<file path="config.mk">
export PLATFORM = sky130hd
export DESIGN_NAME = ahp_host_port
export DESIGN_NICKNAME = d
export VERILOG_FILES = /design/src/inc/ahp_pkg.sv /design/src/inc/ahp_res_if.sv /design/src/design/ahp_host_port.sv /design/src/design/ahp_res_mem.sv /design/src/design/ahp_sync.sv
export VERILOG_INCLUDE_DIRS = /design/src /design/src/inc
export SDC_FILE = /design/constraint.sdc
export NUM_CORES = 1
export LEC_CHECK = 0
export ABC_AREA = 1
export ABC_CLOCK_PERIOD_IN_PS = 4600
export CORE_MARGIN = 2
export CORE_UTILIZATION = 50
export CTS_CLUSTER_DIAMETER = 150
export DETAILED_ROUTE_END_ITERATION = 7
export DONT_BUFFER_PORTS = 1
export HOLD_SLACK_MARGIN = 0.08
export PLACE_DENSITY_LB_ADDON = 0.05
export REMOVE_ABC_BUFFERS = 1
export SLEW_MARGIN = 5
export SYNTH_ARGS = -nofsm -noshare
export SYNTH_HDL_FRONTEND = slang
export SYNTH_SLANG_ARGS = --single-unit
export TNS_END_PERCENT = 50
</file>
<file path="constraint.sdc">
create_clock -name sys_clk_i -period 4.6 [get_ports sys_clk_i]
set_input_delay 0.46 -clock sys_clk_i [delete_from_list [all_inputs] [get_ports sys_clk_i]]
set_output_delay 0.46 -clock sys_clk_i [all_outputs]
set_load 0.02 [all_outputs]
</file>
<file path="src/inc/ahp_map.svh">
// Constants of the host port and conversion status block
`ifndef AHP_MAP_SVH
`define AHP_MAP_SVH

// Control word layout and power-on value
`define AHP_CTRL_W        10
`define AHP_CTRL_RST      10'h000
`define AHP_CHA_LSB       0
`define AHP_CHB_LSB       3
`define AHP_DUAL_BIT      6
`define AHP_HALF_BIT      7
`define AHP_PD_BIT        8
`define AHP_MODE_BIT      9

// Result coding
`define AHP_TRIAL_MSB     10'h200
`define AHP_ZERO_WORD     10'h000

// Converter clock counts per phase
`define AHP_ACQ_CYC       3'h4
`define AHP_SETTLE_CYC    3'h2
`define AHP_MSB_CYC       3'h2

// Result register addresses
`define AHP_RES_FIRST     1'h0
`define AHP_RES_SECOND    1'h1

// Idle level of the select, write and read pins after reset
`define AHP_STROBE_IDLE   3'h7

`endif

</file>
<file path="src/inc/ahp_pkg.sv">
// Types shared by the host port and conversion status block
package ahp_pkg;

    // Control word and result word
    typedef logic [9:0] ahp_word_t;

    // Conversion sequencer states
    typedef enum logic [2:0] {
        ST_IDLE,
        ST_ACQ,
        ST_SETTLE,
        ST_BITS,
        ST_DONE
    } ahp_state_e;

endpackage

</file>
<file path="src/inc/ahp_res_if.sv">
// Link between the sequencer and the result register store
`timescale 1ns/100ps
`default_nettype none

interface ahp_res_if #(
    parameter int W = 10
);
    logic         wr_en;
    logic         wr_addr;
    logic [W-1:0] wr_data;
    logic         rd_addr;
    logic [W-1:0] rd_data;

    modport ctl (output wr_en, output wr_addr, output wr_data, output rd_addr, input rd_data);
    modport mem (input wr_en, input wr_addr, input wr_data, input rd_addr, output rd_data);
endinterface

`default_nettype wire

</file>
<file path="src/design/ahp_host_port.sv">
// Host port, control word and conversion status of the converter
`include "ahp_map.svh"
`timescale 1ns/100ps
`default_nettype none

module ahp_host_port #(
    parameter int W        = 10,
    parameter int ACQ_CYC  = 4,
    parameter int SETL_CYC = 2
) (
    input  wire logic         sys_clk_i,
    input  wire logic         rst_i,
    input  wire logic         cs_n_i,
    input  wire logic         wr_n_i,
    input  wire logic         rd_n_i,
    input  wire logic [W-1:0] data_i,
    output var  logic [W-1:0] data_o,
    output var  logic         data_oe_n_o,
    output var  logic         status_n_o,
    input  wire logic         conv_clk_i,
    input  wire logic         cmp_i,
    output var  logic [W-1:0] dac_code_o,
    output var  logic         hold_o,
    output var  logic [2:0]   chan_sel_o,
    output var  logic         half_scale_o,
    output var  logic         power_down_o
);
    localparam int SW = W + 5;

    // Offset-binary SAR word to two's complement
    function automatic ahp_pkg::ahp_word_t to_twos(input ahp_pkg::ahp_word_t sar);
        to_twos = {~sar[9], sar[8:0]};
    endfunction

    // One successive-approximation decision
    function automatic ahp_pkg::ahp_word_t sar_step(
        input ahp_pkg::ahp_word_t sar,
        input ahp_pkg::ahp_word_t mask,
        input logic               keep
    );
        ahp_pkg::ahp_word_t v;
        v = keep ? sar : (sar & ~mask);
        sar_step = v | (mask >> 1);
    endfunction

    // Strobe edge that counts only while the part is selected
    function automatic logic sel_edge(
        input logic now_lvl,
        input logic was_lvl,
        input logic sel_n
    );
        sel_edge = now_lvl & ~was_lvl & ~sel_n;
    endfunction

    logic [SW-1:0]        pin_s;
    logic                 cs_s;
    logic                 wr_s;
    logic                 rd_s;
    logic                 cclk_s;
    logic                 cmp_s;
    logic [W-1:0]         data_s;
    logic                 cs_d_r;
    logic                 wr_d_r;
    logic                 rd_d_r;
    logic                 cclk_d_r;
    logic [W-1:0]         data_d_r;
    logic                 wr_rise;
    logic                 wr_fall;
    logic                 rd_rise;
    logic                 rd_fall;
    logic                 cclk_rise;
    logic                 rd_active;
    ahp_pkg::ahp_word_t   ctrl_r;
    ahp_pkg::ahp_state_e  state_r;
    logic [2:0]           cnt_r;
    ahp_pkg::ahp_word_t   sar_r;
    ahp_pkg::ahp_word_t   mask_r;
    logic                 second_r;
    logic                 rd_ptr_r;
    logic                 last_done;
    logic                 dual;

    ahp_res_if #(.W(W)) res ();

    // Pin synchronisers, cleared to each pin's idle level so no false
    // strobe edge or select follows reset
    ahp_sync #(
        .W       (SW),
        .RST_VAL ({`AHP_STROBE_IDLE, 2'h0, {W{1'b0}}})
    ) u_sync (
        .sys_clk_i (sys_clk_i),
        .rst_i     (rst_i),
        .d_i       ({cs_n_i, wr_n_i, rd_n_i, conv_clk_i, cmp_i, data_i}),
        .q_o       (pin_s)
    );

    assign cs_s   = pin_s[SW-1];
    assign wr_s   = pin_s[SW-2];
    assign rd_s   = pin_s[SW-3];
    assign cclk_s = pin_s[SW-4];
    assign cmp_s  = pin_s[SW-5];
    assign data_s = pin_s[W-1:0];

    // Result register store
    ahp_res_mem #(.W(W)) u_mem (
        .sys_clk_i (sys_clk_i),
        .rst_i     (rst_i),
        .res       (res.mem)
    );

    // Delayed copies for edge detection
    // Reset levels equal the idle pins, so reset makes no edge
    always_ff @(posedge sys_clk_i) begin
        if (rst_i) begin
            cs_d_r   <= 1'b1;
            wr_d_r   <= 1'b1;
            rd_d_r   <= 1'b1;
            cclk_d_r <= 1'b0;
            data_d_r <= '0;
        end else begin
            cs_d_r   <= cs_s;
            wr_d_r   <= wr_s;
            rd_d_r   <= rd_s;
            cclk_d_r <= cclk_s;
            data_d_r <= data_s;
        end
    end

    // Strobe edges qualified by chip select
    assign wr_rise   = sel_edge(wr_s, wr_d_r, cs_d_r);
    assign wr_fall   = sel_edge(~wr_s, ~wr_d_r, cs_s);
    assign rd_rise   = sel_edge(rd_s, rd_d_r, cs_d_r);
    assign rd_fall   = sel_edge(~rd_s, ~rd_d_r, cs_s);
    assign cclk_rise = cclk_s & ~cclk_d_r;
    assign rd_active = ~cs_s & ~rd_s;

    assign dual      = ctrl_r[`AHP_DUAL_BIT];
    assign last_done = (state_r == ahp_pkg::ST_DONE) && (!dual || second_r);

    // Control word, write-only, cleared at power-on
    always_ff @(posedge sys_clk_i) begin
        if (rst_i) begin
            ctrl_r <= `AHP_CTRL_RST;
        end else if (wr_rise) begin
            ctrl_r <= data_d_r;
        end
    end

    // Conversion sequencer
    always_ff @(posedge sys_clk_i) begin
        if (rst_i) begin
            state_r  <= ahp_pkg::ST_IDLE;
            cnt_r    <= 3'h0;
            sar_r    <= `AHP_TRIAL_MSB;
            mask_r   <= `AHP_TRIAL_MSB;
            second_r <= 1'b0;
        end else if (wr_rise) begin
            // A write mid-conversion aborts it and starts afresh
            state_r  <= ahp_pkg::ST_ACQ;
            cnt_r    <= 3'h0;
            second_r <= 1'b0;
        end else begin
            case (state_r)
                ahp_pkg::ST_IDLE: begin
                    cnt_r <= 3'h0;
                end
                ahp_pkg::ST_ACQ: begin
                    // Track for the acquisition count
                    if (cclk_rise) begin
                        if (cnt_r == 3'(ACQ_CYC - 1)) begin
                            state_r <= ahp_pkg::ST_SETTLE;
                            cnt_r   <= 3'h0;
                        end else begin
                            cnt_r <= cnt_r + 3'h1;
                        end
                    end
                end
                ahp_pkg::ST_SETTLE: begin
                    // Settle before the first decision
                    if (cclk_rise) begin
                        if (cnt_r == 3'(SETL_CYC - 1)) begin
                            state_r <= ahp_pkg::ST_BITS;
                            cnt_r   <= 3'h0;
                            sar_r   <= `AHP_TRIAL_MSB;
                            mask_r  <= `AHP_TRIAL_MSB;
                        end else begin
                            cnt_r <= cnt_r + 3'h1;
                        end
                    end
                end
                ahp_pkg::ST_BITS: begin
                    // MSB waits one extra converter clock
                    if (cclk_rise) begin
                        if (mask_r == `AHP_TRIAL_MSB && cnt_r != `AHP_MSB_CYC - 3'h1) begin
                            cnt_r <= cnt_r + 3'h1;
                        end else begin
                            sar_r  <= sar_step(sar_r, mask_r, cmp_s);
                            mask_r <= mask_r >> 1;
                            if (mask_r[0]) begin
                                state_r <= ahp_pkg::ST_DONE;
                            end
                        end
                    end
                end
                ahp_pkg::ST_DONE: begin
                    // Second channel already held, convert it next
                    if (dual && !second_r) begin
                        state_r  <= ahp_pkg::ST_SETTLE;
                        second_r <= 1'b1;
                        cnt_r    <= 3'h0;
                    end else begin
                        state_r <= ahp_pkg::ST_IDLE;
                    end
                end
                default: begin
                    state_r <= ahp_pkg::ST_IDLE;
                end
            endcase
        end
    end

    // Result store write and read addressing
    assign res.wr_en   = (state_r == ahp_pkg::ST_DONE);
    assign res.wr_addr = second_r ? `AHP_RES_SECOND : `AHP_RES_FIRST;
    assign res.wr_data = to_twos(sar_r);
    assign res.rd_addr = rd_ptr_r;

    // Read pointer steps to the second result after a read in dual mode, and back to the first after the next
    always_ff @(posedge sys_clk_i) begin
        if (rst_i) begin
            rd_ptr_r <= `AHP_RES_FIRST;
        end else if (wr_rise) begin
            rd_ptr_r <= `AHP_RES_FIRST;
        end else if (rd_rise) begin
            rd_ptr_r <= dual ? ~rd_ptr_r : `AHP_RES_FIRST;
        end
    end

    // Data port drive
    always_ff @(posedge sys_clk_i) begin
        if (rst_i) begin
            data_o      <= `AHP_ZERO_WORD;
            data_oe_n_o <= 1'b1;
        end else begin
            data_o      <= res.rd_data;
            data_oe_n_o <= ~rd_active;
        end
    end

    // Conversion status output, a write's rising edge wins, otherwise set wins over clear
    always_ff @(posedge sys_clk_i) begin
        if (rst_i) begin
            status_n_o <= 1'b1;
        end else if (wr_rise) begin
            status_n_o <= data_d_r[`AHP_MODE_BIT];
        end else if (ctrl_r[`AHP_MODE_BIT]) begin
            if (last_done) begin
                status_n_o <= 1'b0;
            end else if (wr_fall || rd_fall) begin
                status_n_o <= 1'b1;
            end
        end else if (last_done) begin
            status_n_o <= 1'b1;
        end
    end

    // Analog front-end controls
    always_ff @(posedge sys_clk_i) begin
        if (rst_i) begin
            dac_code_o   <= `AHP_TRIAL_MSB;
            hold_o       <= 1'b0;
            chan_sel_o   <= 3'h0;
            half_scale_o <= 1'b0;
            power_down_o <= 1'b0;
        end else begin
            dac_code_o   <= sar_r;
            hold_o       <= (state_r != ahp_pkg::ST_IDLE) && (state_r != ahp_pkg::ST_ACQ);
            chan_sel_o   <= second_r ? ctrl_r[`AHP_CHB_LSB +: 3] : ctrl_r[`AHP_CHA_LSB +: 3];
            half_scale_o <= ctrl_r[`AHP_HALF_BIT];
            power_down_o <= ctrl_r[`AHP_PD_BIT];
        end
    end
endmodule

`default_nettype wire

</file>
<file path="src/design/ahp_res_mem.sv">
// Two-word result register store with registered read
`timescale 1ns/100ps
`default_nettype none

module ahp_res_mem #(
    parameter int W = 10
) (
    input  wire logic sys_clk_i,
    input  wire logic rst_i,
    ahp_res_if.mem    res
);
    logic [W-1:0] word_r [2];

    // Write port
    always_ff @(posedge sys_clk_i) begin
        if (rst_i) begin
            word_r[0] <= '0;
            word_r[1] <= '0;
        end else if (res.wr_en) begin
            word_r[res.wr_addr] <= res.wr_data;
        end
    end

    // Registered read port
    always_ff @(posedge sys_clk_i) begin
        if (rst_i) begin
            res.rd_data <= '0;
        end else begin
            res.rd_data <= word_r[res.rd_addr];
        end
    end
endmodule

`default_nettype wire

</file>
<file path="src/design/ahp_sync.sv">
// Two-stage synchroniser for pin inputs
`timescale 1ns/100ps
`default_nettype none

module ahp_sync #(
    parameter int           W       = 1,
    parameter logic [W-1:0] RST_VAL = '0
) (
    input  wire logic         sys_clk_i,
    input  wire logic         rst_i,
    input  wire logic [W-1:0] d_i,
    output var  logic [W-1:0] q_o
);
    logic [W-1:0] meta_r;

    // First stage feeds only the second
    always_ff @(posedge sys_clk_i) begin
        if (rst_i) begin
            meta_r <= RST_VAL;
            q_o    <= RST_VAL;
        end else begin
            meta_r <= d_i;
            q_o    <= meta_r;
        end
    end
endmodule

`default_nettype wire

</file>
### After elaboration in Yosys (flattened, before gate mapping)

Memories as Yosys holds them, arrays and structs flattened. A register that Yosys moved wholly into a read port is not among the register bits.
Index checks and enable logic that the tools add are counted.

* register bits after elaboration: 110
* RAM bits: 20
* logic and storage cells: 141
* memories: 1

Memory list
* u_mem.word_r: words 2, bits a word 10, read ports 1, clocked after memory_dff 1, write ports 2, line ahp_res_mem.sv:12 `logic [W-1:0] word_r [2];`

* add/subtract/negate cells: 1
* equal/unequal tests: 26
* mux-type cells: 43
* bitwise gates (word level): 25
* reductions and logical operators: 22

Operator list (count)
* two-way mux 10 bit: 8
* two-way mux 3 bit: 15
* case mux 10 bit (2 select lines): 2
* case mux 3 bit (5 select lines): 2
* != test 3 bit, second input constant: 7
* != test 2 bit, second input constant: 9
* AND reduction 8 bit: 2
* two-way mux 1 bit: 15
* NOT 1 bit: 12
* AND reduction 6 bit: 2
* AND 1 bit: 10
* AND 10 bit: 1
* equality test 10 bit, second input constant: 1
* NOT 10 bit: 1
* OR 10 x 9 -> 10 bit: 1
* OR reduction 10 bit: 1
* equality test 3 x 2 -> 1 bit, second input constant: 3
* nonzero test 3 bit: 3
* equality test 3 x 1 -> 1 bit, second input constant: 2
* != test 3 x 1 -> 1 bit, second input constant: 2
* nonzero test 5 bit: 1
* logical AND 1 bit: 4
* AND reduction 2 bit: 2
* adder 3 x 1 -> 3 bit, second input constant: 1
* other kinds (8): 10

### Longest topological paths before layout

Gate-level depths: netlist of run 1.

* word-level depth: 8
* gate-level depth with buffers: 12
* depth with buffers taken out: 12

### By module

A second synthesis of run 1 with hierarchy kept.

* cells, all modules: 592
* area, all modules: 4978.5 sq um

Modules (own cells, without submodules)
* ahp_host_port: times used 1, cells an instance 377, area each 2936.6 sq um, sequential area each 1601.5 sq um
* ahp_res_mem: times used 1, cells an instance 121, area each 1176.1 sq um, sequential area each 800.8 sq um
* ahp_sync: times used 1, cells an instance 94, area each 865.8 sq um, sequential area each 600.6 sq um

### Worst setup path before layout of run 1

OpenSTA, ideal clock, no wires.

* path kind: input port to flip-flop
* start point: input rst_i
* end point: memory u_mem.word_r[0][0], enable pin
* library setup time: 0.320 ns
* data arrival time: 1.341 ns
* data required time: 4.280 ns
* setup slack: 2.939 ns
* cell stages on the path: 4
* cells stage by stage: inv_1 -> clkbuf_1 -> clkbuf_1 -> nand2_1

RTL lines
* from (decl): line ahp_host_port.sv:12 `input wire logic rst_i,`
* to (decl): line ahp_res_mem.sv:12

==> flow_results.org, run 1 <==
** Worst setup path
- In this run the worst setup path begins at state_r[0].
- Worst EP required :: 4750 ps
- Biggest fanout along the worst timing path :: 11
- Flop-to-flop setup slack :: 2510 ps
- Launching point of the worst reg2reg path :: state_r[0]
- Register-to-Register Path Depth :: 3
- Worst flop-to-flop path endpoint :: u_mem.word_r[0][2]
- Worst path arrival time :: 2240 ps
- The worst setup path is launched from a register.
- Crit path kind :: reg -> reg
- Element type at the critical path end :: register

** Pwr
- Power density cells :: 470 nW/um^2
- Internal power comes to 0.00212 W.
- In this run the power spent charging and discharging nets is 0.000557 W.
- Switching share of power :: 20.8%
- Portion of total power attributed to combinational logic :: 2.0%
- Total power for the finished layout comes to 0.00268 W.
- Proportion of power drawn by the clock network :: 50.3%
- For this design the static power due to leakage is 2.46 nW.
- The worst-case IR drop observed on VDD is 281 uV.
- Part of the total power dissipated in sequential elements :: 47.7%

** Job
- Max-cap check violation count :: 0

** STA
- Setup repair after global routing left no endpoint under its margin.
- Layout Skew :: 10.2 ps
- The number of failing hold endpoints at the final stage is 0.
- Worst slew pin tran :: 1050 ps
- Worst slew slack as a fraction of its limit :: 30.1%
- Setup violations remaining at the end of the flow were counted as 0.
- For this run, the top clock speed supported by timing is 478 MHz.
- Setup TNS :: 0 ps
- Pins Over Slew Limit :: 0
- Final Critical Period :: 2090 ps
- In the finished design, the share of the clock period the worst path needs comes to 45.5%.

** Synthesis
- In the post-synthesis netlist, the biggest area contributors are sky130_fd_sc_hd__dfxtp_1, sky130_fd_sc_hd__edfxtp_1, sky130_fd_sc_hd__nor2_1, sky130_fd_sc_hd__inv_1, sky130_fd_sc_hd__nand2_1.
- During synthesis, Yosys emitted a total of 0 warnings.
- Summing the sequential cell areas from Yosys gives 61.8% of the chip area.
- Mean post-synth cell area :: 8.62 um^2
- Post-synth design cell area :: 4860 um^2
- After synthesis, the netlist uses 28 different library cells.
- Counting flops and latches in the post-synthesis netlist gives 140.
- Share of Yosys cell area claimed by the top area cell type :: 49.4%
- The synthesized design spends more area on one cell type than any other, namely sky130_fd_sc_hd__dfxtp_1.
- The cell count after synthesis came out at 564.

** Route
- Using the TritonRoute via totals, the vias-per-cell ratio works out to 4.79.
- Detailed-route wire length :: 8.92 mm
- Dividing the detail-routed wire length by the instance count gives 12.4 um.
- Once detail routing completed, the nets flagged for antenna violations numbered 0.
- The routed layout has 3442 vias.
- In this run, the number of DRC markers left after iteration 0 of detailed routing was 118.
- For this run, design rule violations remaining after detail routing come to 0.
- Before antenna repair, the detailed router went through 5 iterations.

** Placement
- Post-DP HPWL :: 5.50 mm
- # port buffers :: 0
- Cell Area, Placed :: 4930 um^2
- GP Congestion :: 0.827

** Final layout
- Fillers :: 833
- Antenna Diode Count :: 0
- Relative to the synthesized area, the layout overhead comes to 17.4%.
- Fraction of layout cells with a size suffix above 1 :: 9.32%
- Final net count :: 599
- Summing all non-filler instances in the final layout gives an area of 5710 um^2.

** Hold path
- The worst hold path terminates at mask_r[5].
- Hold path cells :: 3
- The worst hold path begins at rst_i.
- Worst Hold Class :: in -> reg

** Clocking
- Clock latency at the later pin of the worst-skew pair :: 510 ps
- Number of buffers added for setup after CTS :: 0
- Maximum count of clock buffers along a single path :: 2
- Counting the buffers created by CTS gives 17.
- Number of clock sinks :: 140
- The tree is rooted in a sky130_fd_sc_hd__clkbuf_8.
- After clock tree synthesis, the clock-pin slew on the worst setup and hold paths is 60 ps.
- H-tree levels :: 4
- TritonCTS built the clock tree.

** Global routing
- Entering global routing, the biggest net connects 72 pins.
- The first global-routing pass estimated 15.0 mm of wire.
- The initial antenna violation count came to 0.
- Across every metal layer, demand over resource in global routing totals 18.7%.
- The number of global-route vias before repair is 3233.
- Overflow after GRT :: 0

** Die
- Core region area :: 9330 um^2
- 45 I/O pins were placed.
- Die footprint :: 10500 um^2
- Die width :: 103 um
- The initial utilization of the core area, before any placement, comes to 52.1%.
- Std cell rows :: 35
- Die outline height :: 103 um

** Status
- The run finished with clean final reports.
==> routing by layer <==
metal	part of all wire, %	GRT usage, %	vias to the layer above
met5	0	0	-
met4	1.8	8.72	0
met3	3.8	5.97	14
met2	47	30.2	69
met1	47	23.0	1581
li1	-	-	1778
==> Yosys cell counts, drive strengths merged <==
cell	instances
buf	5
o221ai	1
o21ai	37
clkbuf	17
nor2	147
or2	6
ha	4
inv	88
a21oi	25
nand2	59
edfxtp	20
nand3	16
o22ai	1
nor3	5
dfxtp	120
o211ai	1
nand4	9
a211oi	2
nand3b	1
==> critical path: stages (launching register included) <==
cell                      delay [ps]
sky130_fd_sc_hd__dfxtp_1         380
sky130_fd_sc_hd__nor2_1          410
sky130_fd_sc_hd__nand4_1         450
sky130_fd_sc_hd__nand2_1         490
==> layout make-up <==
| cell class | instances | area [um^2] | area share (%) |
|---|---|---|---|
| Timing Repair Buffer | 17 | 185 | 3.25 |
| Multi-Input combinational cell | 314 | 1430 | 25.0 |
| Tap cell | 129 | 161 | 2.83 |
| Clock buffer | 20 | 467 | 8.18 |
| Clock inverter | 11 | 133 | 2.32 |
| Inverter | 88 | 330 | 5.79 |
| Sequential cell | 140 | 3000 | 52.6 |
==> worst max-delay path by stage <==
stage / slack, ps / to
global placement: 2110 / u_mem.word_r[1][2]
floorplan: 2540 / u_mem.word_r[0][0]
detailed placement: 1990 / u_mem.word_r[0][7]
finish: 2510 / u_mem.word_r[0][2]
CTS: 2520 / u_mem.word_r[0][4]
global route: 2230 / u_mem.word_r[0][5]
==> registers in the layout, summed over array words and instances, names as in the netlist, 3 cells and up <==
register / count
u_mem.res.rd_data: 10
u_sync.q_o: 15
data_d_r: 10
dac_code_o: 10
ctrl_r: 10
sar_r: 10
data_o: 10
mask_r: 10
u_mem.word_r: 20
u_sync.meta_r: 15
chan_sel_o: 3
cnt_r: 3
state_r: 3
==> power by group through the flow <==
stage | combinational [W] | sequential, W | clock [W]
6_report | 0.0000546 | 0.00128 | 0.00135
3_5_place_dp | 0.0000333 | 0.00131 | 0
4_1_cts | 0.0000551 | 0.00128 | 0.00137
3_3_place_gp | 0.0000319 | 0.00131 | 0
5_1_grt | 0.0000627 | 0.00128 | 0.00143
2_1_floorplan | 0.0000265 | 0.00130 | 0
==> kinds of logic after synthesis <==
logic type | count (synthesis) | synth area share [%]
compound gates | 67 | 7.34
fa+ha+maj | 4 | 1.03
buf+inv | 110 | 8.88
flops | 140 | 61.8
simple gates | 243 | 21.0
==> metrics by stage <==
| stage | util, % | worst slack [ps] | hold slack, ps | std cells |
|---|---|---|---|---|
| detailed placement | 52.8 | 1990 | 393 | 672 |
| global placement | 52.8 | 2110 | 389 | 672 |
| floorplan | - | 2540 | 388 | 542 |
| finish | 61.2 | 2510 | 143 | 719 |
| CTS | 61.2 | 2520 | 115 | 719 |
| global route | 61.2 | 2230 | 117 | 719 |
==> placed cells by master (no fill, tap or decap), types with 2 or more instances in the layout <==
| cell | synthesis | layout |
|---|---|---|
| sky130_fd_sc_hd__nor2_1 | 144 | 144 |
| sky130_fd_sc_hd__inv_2 | 5 | 5 |
| sky130_fd_sc_hd__a21oi_1 | 25 | 25 |
| sky130_fd_sc_hd__nand2_2 | 3 | 3 |
| sky130_fd_sc_hd__inv_1 | 83 | 83 |
| sky130_fd_sc_hd__o21ai_1 | 6 | 6 |
| sky130_fd_sc_hd__a211oi_1 | 2 | 2 |
| sky130_fd_sc_hd__clkbuf_8 | 0 | 3 |
| sky130_fd_sc_hd__nand2_1 | 54 | 54 |
| sky130_fd_sc_hd__nand3_1 | 16 | 16 |
| sky130_fd_sc_hd__edfxtp_1 | 20 | 20 |
| sky130_fd_sc_hd__nand2_4 | 2 | 2 |
| sky130_fd_sc_hd__or2_2 | 6 | 6 |
| sky130_fd_sc_hd__clkinv_4 | 0 | 3 |
| sky130_fd_sc_hd__dfxtp_1 | 120 | 120 |
| sky130_fd_sc_hd__nor2_2 | 2 | 2 |
| sky130_fd_sc_hd__inv_6 | 0 | 2 |
| sky130_fd_sc_hd__ha_1 | 4 | 4 |
| sky130_fd_sc_hd__dlygate4sd3_1 | 0 | 15 |
| sky130_fd_sc_hd__o21ai_0 | 30 | 30 |
| sky130_fd_sc_hd__bufinv_16 | 0 | 2 |
| sky130_fd_sc_hd__nor3_1 | 4 | 4 |
| sky130_fd_sc_hd__clkinvlp_4 | 0 | 3 |
| sky130_fd_sc_hd__nand4_1 | 9 | 9 |
| sky130_fd_sc_hd__clkbuf_16 | 0 | 17 |
==> what timing repair did <==
item,4_1_cts,5_1_grt
endpoints found under the hold margin,71,0
gates resized for setup,0,0
hold buffers,16,0
No activity file was read; power rests on OpenSTA's default activity.
==> inputs of run 2 (changes only) <==
- ABC_CLOCK_PERIOD_IN_PS: 4600 -> 2200
- clock period: 4.6 -> 2.2 ns (I/O delays scaled with it)
==> run 2 against run 1 <==
Compared with the run above: via count decreased by 3.4%; global-route usage decreased by 1.2 points; setup slack worse by 2200 ps; cell count increased by 1.1%; design area up 1.4%; flip-flop and latch count stayed put; die area stayed put; critical endpoint is now mask_r[2].
==> flow_results.org, run 2 (synthesis gave the netlist of run 1 again) <==
** Status
- Status :: complete, no violations

** STA
- Setup repair after global routing missed its margin :: false
- Final Critical Period :: 1920 ps
- Final setup violation count :: 0
- Timing would allow up to 522 MHz.
- On the final layout, the worst hold slack is 362 ps.
- The final count of pins violating max slew was 0.
- Layout Skew :: 7.84 ps
- Worst slew pin tran :: 427 ps
- Final Hold Fails :: 0
- In this run the tightest slew margin relative to its limit is 71.3%.
- In the final timing run, aggregate negative setup slack is 0 ps.
- Ratio of final minimum period to clock period :: 87.1%

** Worst setup path
- Setup slack on the worst reg-to-reg path comes out at 280 ps.
- At the worst endpoint, the arrival time is 2310 ps.
- Worst EP required :: 2600 ps
- In this design, the critical path's most frequently occurring cell is sky130_fd_sc_hd__nand2_1.
- Crit start category :: register
- In this design, the stage delay of the slowest critical-path cell is 330 ps.
- The critical path goes through inv_1, ha_1, nand2_1, nand2_1, nor2_1, nand2_1, nand2_2, nand2_4, nand2_2, inv_2, nand4_1, nand2_1.
- The worst setup path is of the reg -> reg kind.
- In this run the critical register-to-register path is captured at mask_r[2].
- Cell with the largest stage delay on the worst path :: sky130_fd_sc_hd__dfxtp_1
- Launching point of the worst reg2reg path :: cnt_r[1]
- The number of cells on the worst reg-to-reg path is 12.
- Biggest fanout along the worst timing path :: 21
- The worst setup path is captured at a register.

** Placement
- The wire-length estimate of the detail-placed layout is 5.41 mm.
- Buffers placed on the I/O ports in this run total 0.
- GP Congestion :: 0.838

** Final layout
- Compared with the post-synthesis result, the final layout area differs by 19.0%.
- Largest register by flop count :: u_mem.word_r
- Leaving out fill and tap cells, the most frequent cells in the layout are sky130_fd_sc_hd__nor2_1, sky130_fd_sc_hd__dfxtp_1, sky130_fd_sc_hd__inv_1.
- The largest registers in the layout are u_mem.word_r (20), u_sync.meta_r (15), u_sync.q_o (15).
- Final net count :: 606
- The library cell used most frequently in the layout, excluding fill and tap cells, is sky130_fd_sc_hd__nor2_1.
- Cells with a size suffix above 1 make up 9.36% of the layout.
- Antenna Diode Count :: 0
- The register with the most flip-flops in the layout has 20 of them.

** Pwr
- Portion of total power attributed to combinational logic :: 2.1%
- The clock network accounts for 51.4% of the total power.
- Dividing total power by cell area gives a power density of 993 nW/um^2.
- Of the total power, the share spent switching nets is 19.0%.
- Switching power summed over all nets :: 0.00109 W
- Pint :: 0.00465 W
- For this design the static power due to leakage is 2.51 nW.
- Worst ir drop on vdd :: 633 uV
- Registers are responsible for 46.6% of the overall power.

** Clocking
- Number of clock buffers inserted by TritonCTS :: 17
- CTS built an H-tree with a depth of 4.
- Clock tree from TritonCTS :: built
- Maximum count of clock buffers along a single path :: 2
- Number of buffers added for setup after CTS :: 0
- The root buffer cell chosen for the clock tree is sky130_fd_sc_hd__clkbuf_8.
- Clock-pin slew was measured on the worst setup and hold paths at 60 ps.
- For the worst-skew pair, the clock arrives at the later sink with an insertion delay of 510 ps.
- The number of gates resized after CTS was 0.
- Number of clock sinks :: 140
- Number of hold buffers added after CTS :: 18

** Global routing
- Summed over all layers, the global routing overflow is 0.
- Initial antenna violation count :: 0
- Largest net degree at the start of global routing :: 77
- First-pass GRT wire length :: 14.1 mm
- Total global routing track utilization :: 17.5%
- The number of global-route vias before repair was 3148.

** Route
- For this block, the initial DRC count from the detailed router was 134.
- Via count :: 3324
- Detailed-route wire length per cell :: 11.5 um
- Once detail routing completed, the nets flagged for antenna violations numbered 0.
- # DRC :: 0
- Post-DR vias/cell :: 4.57
- After detailed routing, the total wire length is 8.35 mm.
- The pre-antenna-repair detailed-routing pass consisted of 5 iterations.

** Hold path
- The worst hold path terminates at u_sync.meta_r[12].
- The min-delay analysis places its worst path in the category in -> reg.
- Hold path cells :: 2
- In this run the most critical hold path is launched from rd_n_i.

** Die
- Core region area :: 9330 um^2
- Die footprint :: 10500 um^2
- IO Pins :: 45
- Std cell rows :: 35
- The die is 103 um tall.
- Once the floorplan was initialized, standard cells occupied 52.1% of the core.
- From left edge to right edge, the die measures 103 um.

** Job
- Across the run, the number of max-cap violations was 0.
## run 2: changes by cell type in the layout (fill, tap and decap cells not counted), moves of 2 or more
cell	change
sky130_fd_sc_hd__clkbuf_1	+4
sky130_fd_sc_hd__buf_4	+5
sky130_fd_sc_hd__clkinvlp_4	-2
sky130_fd_sc_hd__dlygate4sd3_1	+2
sky130_fd_sc_hd__clkbuf_8	-2
sky130_fd_sc_hd__inv_6	-2
sky130_fd_sc_hd__bufinv_16	+3
## run 2: cell type report
| cell class | instances | area (um^2) |
|---|---|---|
| flip-flops and latches | 140 | 3000 |
| clock buffers | 21 | 429 |
| inverters | 88 | 330 |
| clock inverters | 11 | 193 |
| well taps | 129 | 161 |
| multi-input cells | 314 | 1430 |
| fillers | 812 | 3540 |
| repair buffers | 24 | 243 |
## run 2: power by group through the flow
| stage | Sequential [W] | Combinational [W] | Clock (W) |
|---|---|---|---|
| final | 0.00267 | 0.000120 | 0.00295 |
| after global routing | 0.00268 | 0.000138 | 0.00312 |
| after CTS | 0.00267 | 0.000122 | 0.00302 |
| after detailed placement | 0.00273 | 0.0000727 | 0 |
| after global placement | 0.00273 | 0.0000713 | 0 |
| after floorplan | 0.00272 | 0.0000554 | 0 |
## run 2: per-stage QoR
stage	std cells	worst slack, ps	utilization, %	cell area (um^2)	total power (W)
after CTS	727	291	62.0	5790	0.00582
after global routing	727	77.0	62.0	5790	0.00593
after global placement	677	352	53.2	4970	0.00280
after floorplan	542	381	-	4760	0.00278
final	727	285	62.0	5790	0.00574
after detailed placement	677	294	53.2	4970	0.00280
## run 2: metal layers
layer	vias to the layer above	wire length (um)	track usage [%]
met3	5	307	5.08
met1	1478	4230	22.8
met2	55	3730	27.7
met4	0	71	6.87
li1	1786	-	-
met5	-	0	0
## run 2: worst max path at each step
stage | start | to | slack, ps
final | cnt_r[1] | mask_r[2] | 280
after global routing | cnt_r[1] | mask_r[2] | 80
after CTS | cnt_r[1] | mask_r[2] | 290
after detailed placement | cnt_r[1] | mask_r[2] | 290
after global placement | cnt_r[1] | sar_r[4] | 350
after floorplan | rst_i | u_mem.word_r[0][0] | 380
## run 2: worst max-delay path, delay by kind of cell, from the launching register on
kind / cells / cell delay (ps)
flip-flops: 1 / 330
AND/OR/NAND/NOR: 9 / 1060
adder cells (fa/ha/maj): 1 / 180
buffers and inverters: 2 / 230
==> inputs of run 3 (changes only) <==
- ABC_AREA: 1 -> unset
==> run 3 against run 2 <==
Compared with the run above: core utilization decreased by 2.3 points; critical path depth decreased by 5; die area increased by 0.24%; wire length decreased by 4.4%; largest power group is now sequential cells; synthesized cell count decreased by 22%; area after synthesis increased by 0.26%; fmax decreased by 0.13%; power decreased by 6.9%; register-to-register slack about the same; flip-flop and latch count unchanged; combinational power decreased by 8%; clock power decreased by 13%; critical endpoint is now state_r[0].
==> flow_results.org, run 3 <==
** Route
- Detailed-route wire length :: 7.98 mm
- Detailed-route wire length per cell :: 13.1 um
- Antenna Nets Post-Route :: 0
- Post-DR vias/cell :: 4.86
- Via count :: 2948
- The first detailed-routing pass took 4 iterations.
- Number of DRC markers in iteration 0 :: 53
- # DRC :: 0

** Synthesis
- After synthesis, the share of flip-flops with an asynchronous set or reset is 0%.
- Share of Yosys cell area claimed by the top area cell type :: 49.3%
- After synthesis, the cell types taking the most area are sky130_fd_sc_hd__dfxtp_1, sky130_fd_sc_hd__edfxtp_1, sky130_fd_sc_hd__nor2b_1, sky130_fd_sc_hd__mux2i_1, sky130_fd_sc_hd__nand2_1.
- Synthesis inferred 140 register bits.
- Prevailing post-synth register cell :: sky130_fd_sc_hd__dfxtp_1
- Post-synth top area cell :: sky130_fd_sc_hd__dfxtp_1
- Number of standard cells after synthesis :: 439
- Most instantiated library cell after synthesis :: sky130_fd_sc_hd__dfxtp_1
- Share of synthesized area occupied by flip-flops and latches :: 61.6%
- Sorting the synthesized cells by how often they occur yields sky130_fd_sc_hd__dfxtp_1, sky130_fd_sc_hd__nor2b_1, sky130_fd_sc_hd__nand2_1, sky130_fd_sc_hd__nor2_1.
- During synthesis, Yosys emitted a total of 0 warnings.
- Yosys mapped the design onto 50 distinct sky130hd cell types.
- Number of synthesized flops with an enable pin :: 20
- Mean post-synth cell area :: 11.1 um^2
- The synthesized netlist occupies a cell area of 4870 um^2.

** Clocking
- Root Driver :: sky130_fd_sc_hd__clkbuf_8
- In this run, CTS created clock tree buffers numbering 17.
- Number of clock sinks :: 140
- Once the clock tree was built, the setup fixing pass inserted 0 buffers.
- Number of hold buffers added after CTS :: 17
- Clock Pin Slew Worst Setup and Hold Paths :: 60 ps
- Gates resized during post-CTS repair numbered 0.
- Clock latency at the later pin of the worst-skew pair :: 510 ps
- The longest clock path from root to sink contains 2 buffers.
- Clock tree from TritonCTS :: built
- H-tree levels :: 4

** Die
- The die covers 10600 um^2.
- 45 I/O pins were placed.
- Die width :: 103 um
- From bottom edge to top edge, the die measures 103 um.
- The core region is 9590 um^2.
- For this configuration, the core starts out at a cell density of 50.8%.
- Std cell rows :: 36

** Final layout
- The count of cells in the finished layout, fillers not included, comes to 607.
- Antenna Diode Count :: 0
- In the layout the commonest cells are sky130_fd_sc_hd__dfxtp_1, sky130_fd_sc_hd__nor2b_1, sky130_fd_sc_hd__nand2_1.
- Number of flip-flops in the largest register :: 20
- Largest register by flop count :: u_mem.word_r
- Cells with a size suffix above 1 make up 13.9% of the layout.
- The area growth from synthesis to layout is 17.5%.
- Measured on the finished design, the core utilization comes to 59.7%.
- The finished cells cover 5730 um^2.
- Largest registers ranked by flip-flop count :: u_mem.word_r (20), u_sync.meta_r (15), u_sync.q_o (15)
- Final net count :: 482
- Commonest non-fill, non-tap cell in the layout :: sky130_fd_sc_hd__dfxtp_1

** STA
- Final Critical Period :: 1920 ps
- Ratio of final minimum period to clock period :: 87.2%
- Highest Clock Rate :: 522 MHz
- The number of failing hold endpoints at the final stage was 0.
- For the final routed database, the setup TNS stands at 0 ps.
- For the pin with the worst max-slew slack, the measured transition is 681 ps.
- The final count of pins violating max slew was 0.
- Worst slew slack as a fraction of its limit :: 54.3%
- Setup violations remaining at the end of the flow were counted as 0.
- Setup repair after global routing left no endpoint under its margin.
- For the final database, setup skew stands at 9.58 ps.

** Placement
- Post-DP HPWL :: 4.87 mm
- In this run the cell area measured after placement is 4990 um^2.
- Cell total after placement :: 558
- Buffers placed on the I/O ports in this run total 0.
- GP Congestion :: 0.805

** Hold path
- Hold path cells :: 2
- Worst Hold Class :: in -> reg

** Global routing
- Largest net degree at the start of global routing :: 111
- First-pass GRT wire length :: 13.4 mm
- The number of global-route vias before repair is 2763.
- Global routing used 16.9% of the available tracks.
- Summed over all layers, the global routing overflow is 0.
- The initial antenna violation count came to 0.

** Job
- Max-cap check violation count :: 0

** Worst setup path
- Worst EP required :: 2580 ps
- Element type at the critical path end :: register
- The worst register-to-register path has a depth of 7.
- Worst path arrival time :: 2300 ps
- Crit start category :: register
- In this run the worst path has a maximum fanout of 4.
- By startpoint and endpoint, the worst setup path is classified as reg -> reg.

** Status
- The run finished with clean final reports.

** Pwr
- The analysis attributes to cell leakage a power of 2.11 nW.
- Worst ir drop on vdd :: 370 uV
- Power density cells :: 935 nW/um^2
## run 3: power breakdown
part           total, W  internal, W  switching [W]
Combinational  0.000110    0.0000544      0.0000556
Clock           0.00257      0.00155        0.00101
Sequential      0.00267      0.00265      0.0000240
## run 3: cell type report
cell class | instances | area [um^2]
clock inverter | 11 | 93.8
tap | 133 | 166
multi-input combinational | 269 | 1740
timing repair buffer | 24 | 240
clock buffer | 21 | 450
sequential | 140 | 3000
inverter | 9 | 33.8
fill | 817 | 3870
## run 3: cell families after synthesis
| family | share of synthesized area [%] |
|---|---|
| multiplexers | 3.36 |
| AO/OA/AOI/OAI | 8.88 |
| AND/OR/NAND/NOR | 22.4 |
| adder cells (fa/ha/maj) | 1.03 |
| buffers and inverters | 2.72 |
| flip-flops | 61.6 |
## run 3: worst paths after layout
kind / startpoint / endpoint / slack (ps)
min reg2reg: u_sync.meta_r[13] / u_sync.q_o[13] / 410
max: cnt_r[0] / state_r[0] / 280
max reg2reg: cnt_r[0] / state_r[0] / 280
min: rst_i / mask_r[4] / 90
## run 3: layer usage
metal,vias to the layer above,track usage [%],part of all wire [%]
met2,48,25.8,46
met3,8,5.90,3.5
met1,1363,22.1,49
li1,1529,-,-
met5,-,0,0
met4,0,6.77,1.1
## run 3: critical path, stage by stage, from the launching register on
cell	delay, ps
sky130_fd_sc_hd__dfxtp_1	380
sky130_fd_sc_hd__ha_1	200
sky130_fd_sc_hd__ha_1	170
sky130_fd_sc_hd__a21oi_1	80
sky130_fd_sc_hd__nor4b_2	380
sky130_fd_sc_hd__mux2_2	380
sky130_fd_sc_hd__a21oi_1	150
sky130_fd_sc_hd__nor2_1	50
## run 3: through the flow
stage	hold WS [ps]	setup WS [ps]	power [W]
floorplan	289	363	0.00277
global placement	300	346	0.00278
finish	92.0	283	0.00535
detailed placement	301	299	0.00278
CTS	102	272	0.00542
global route	112	108	0.00555
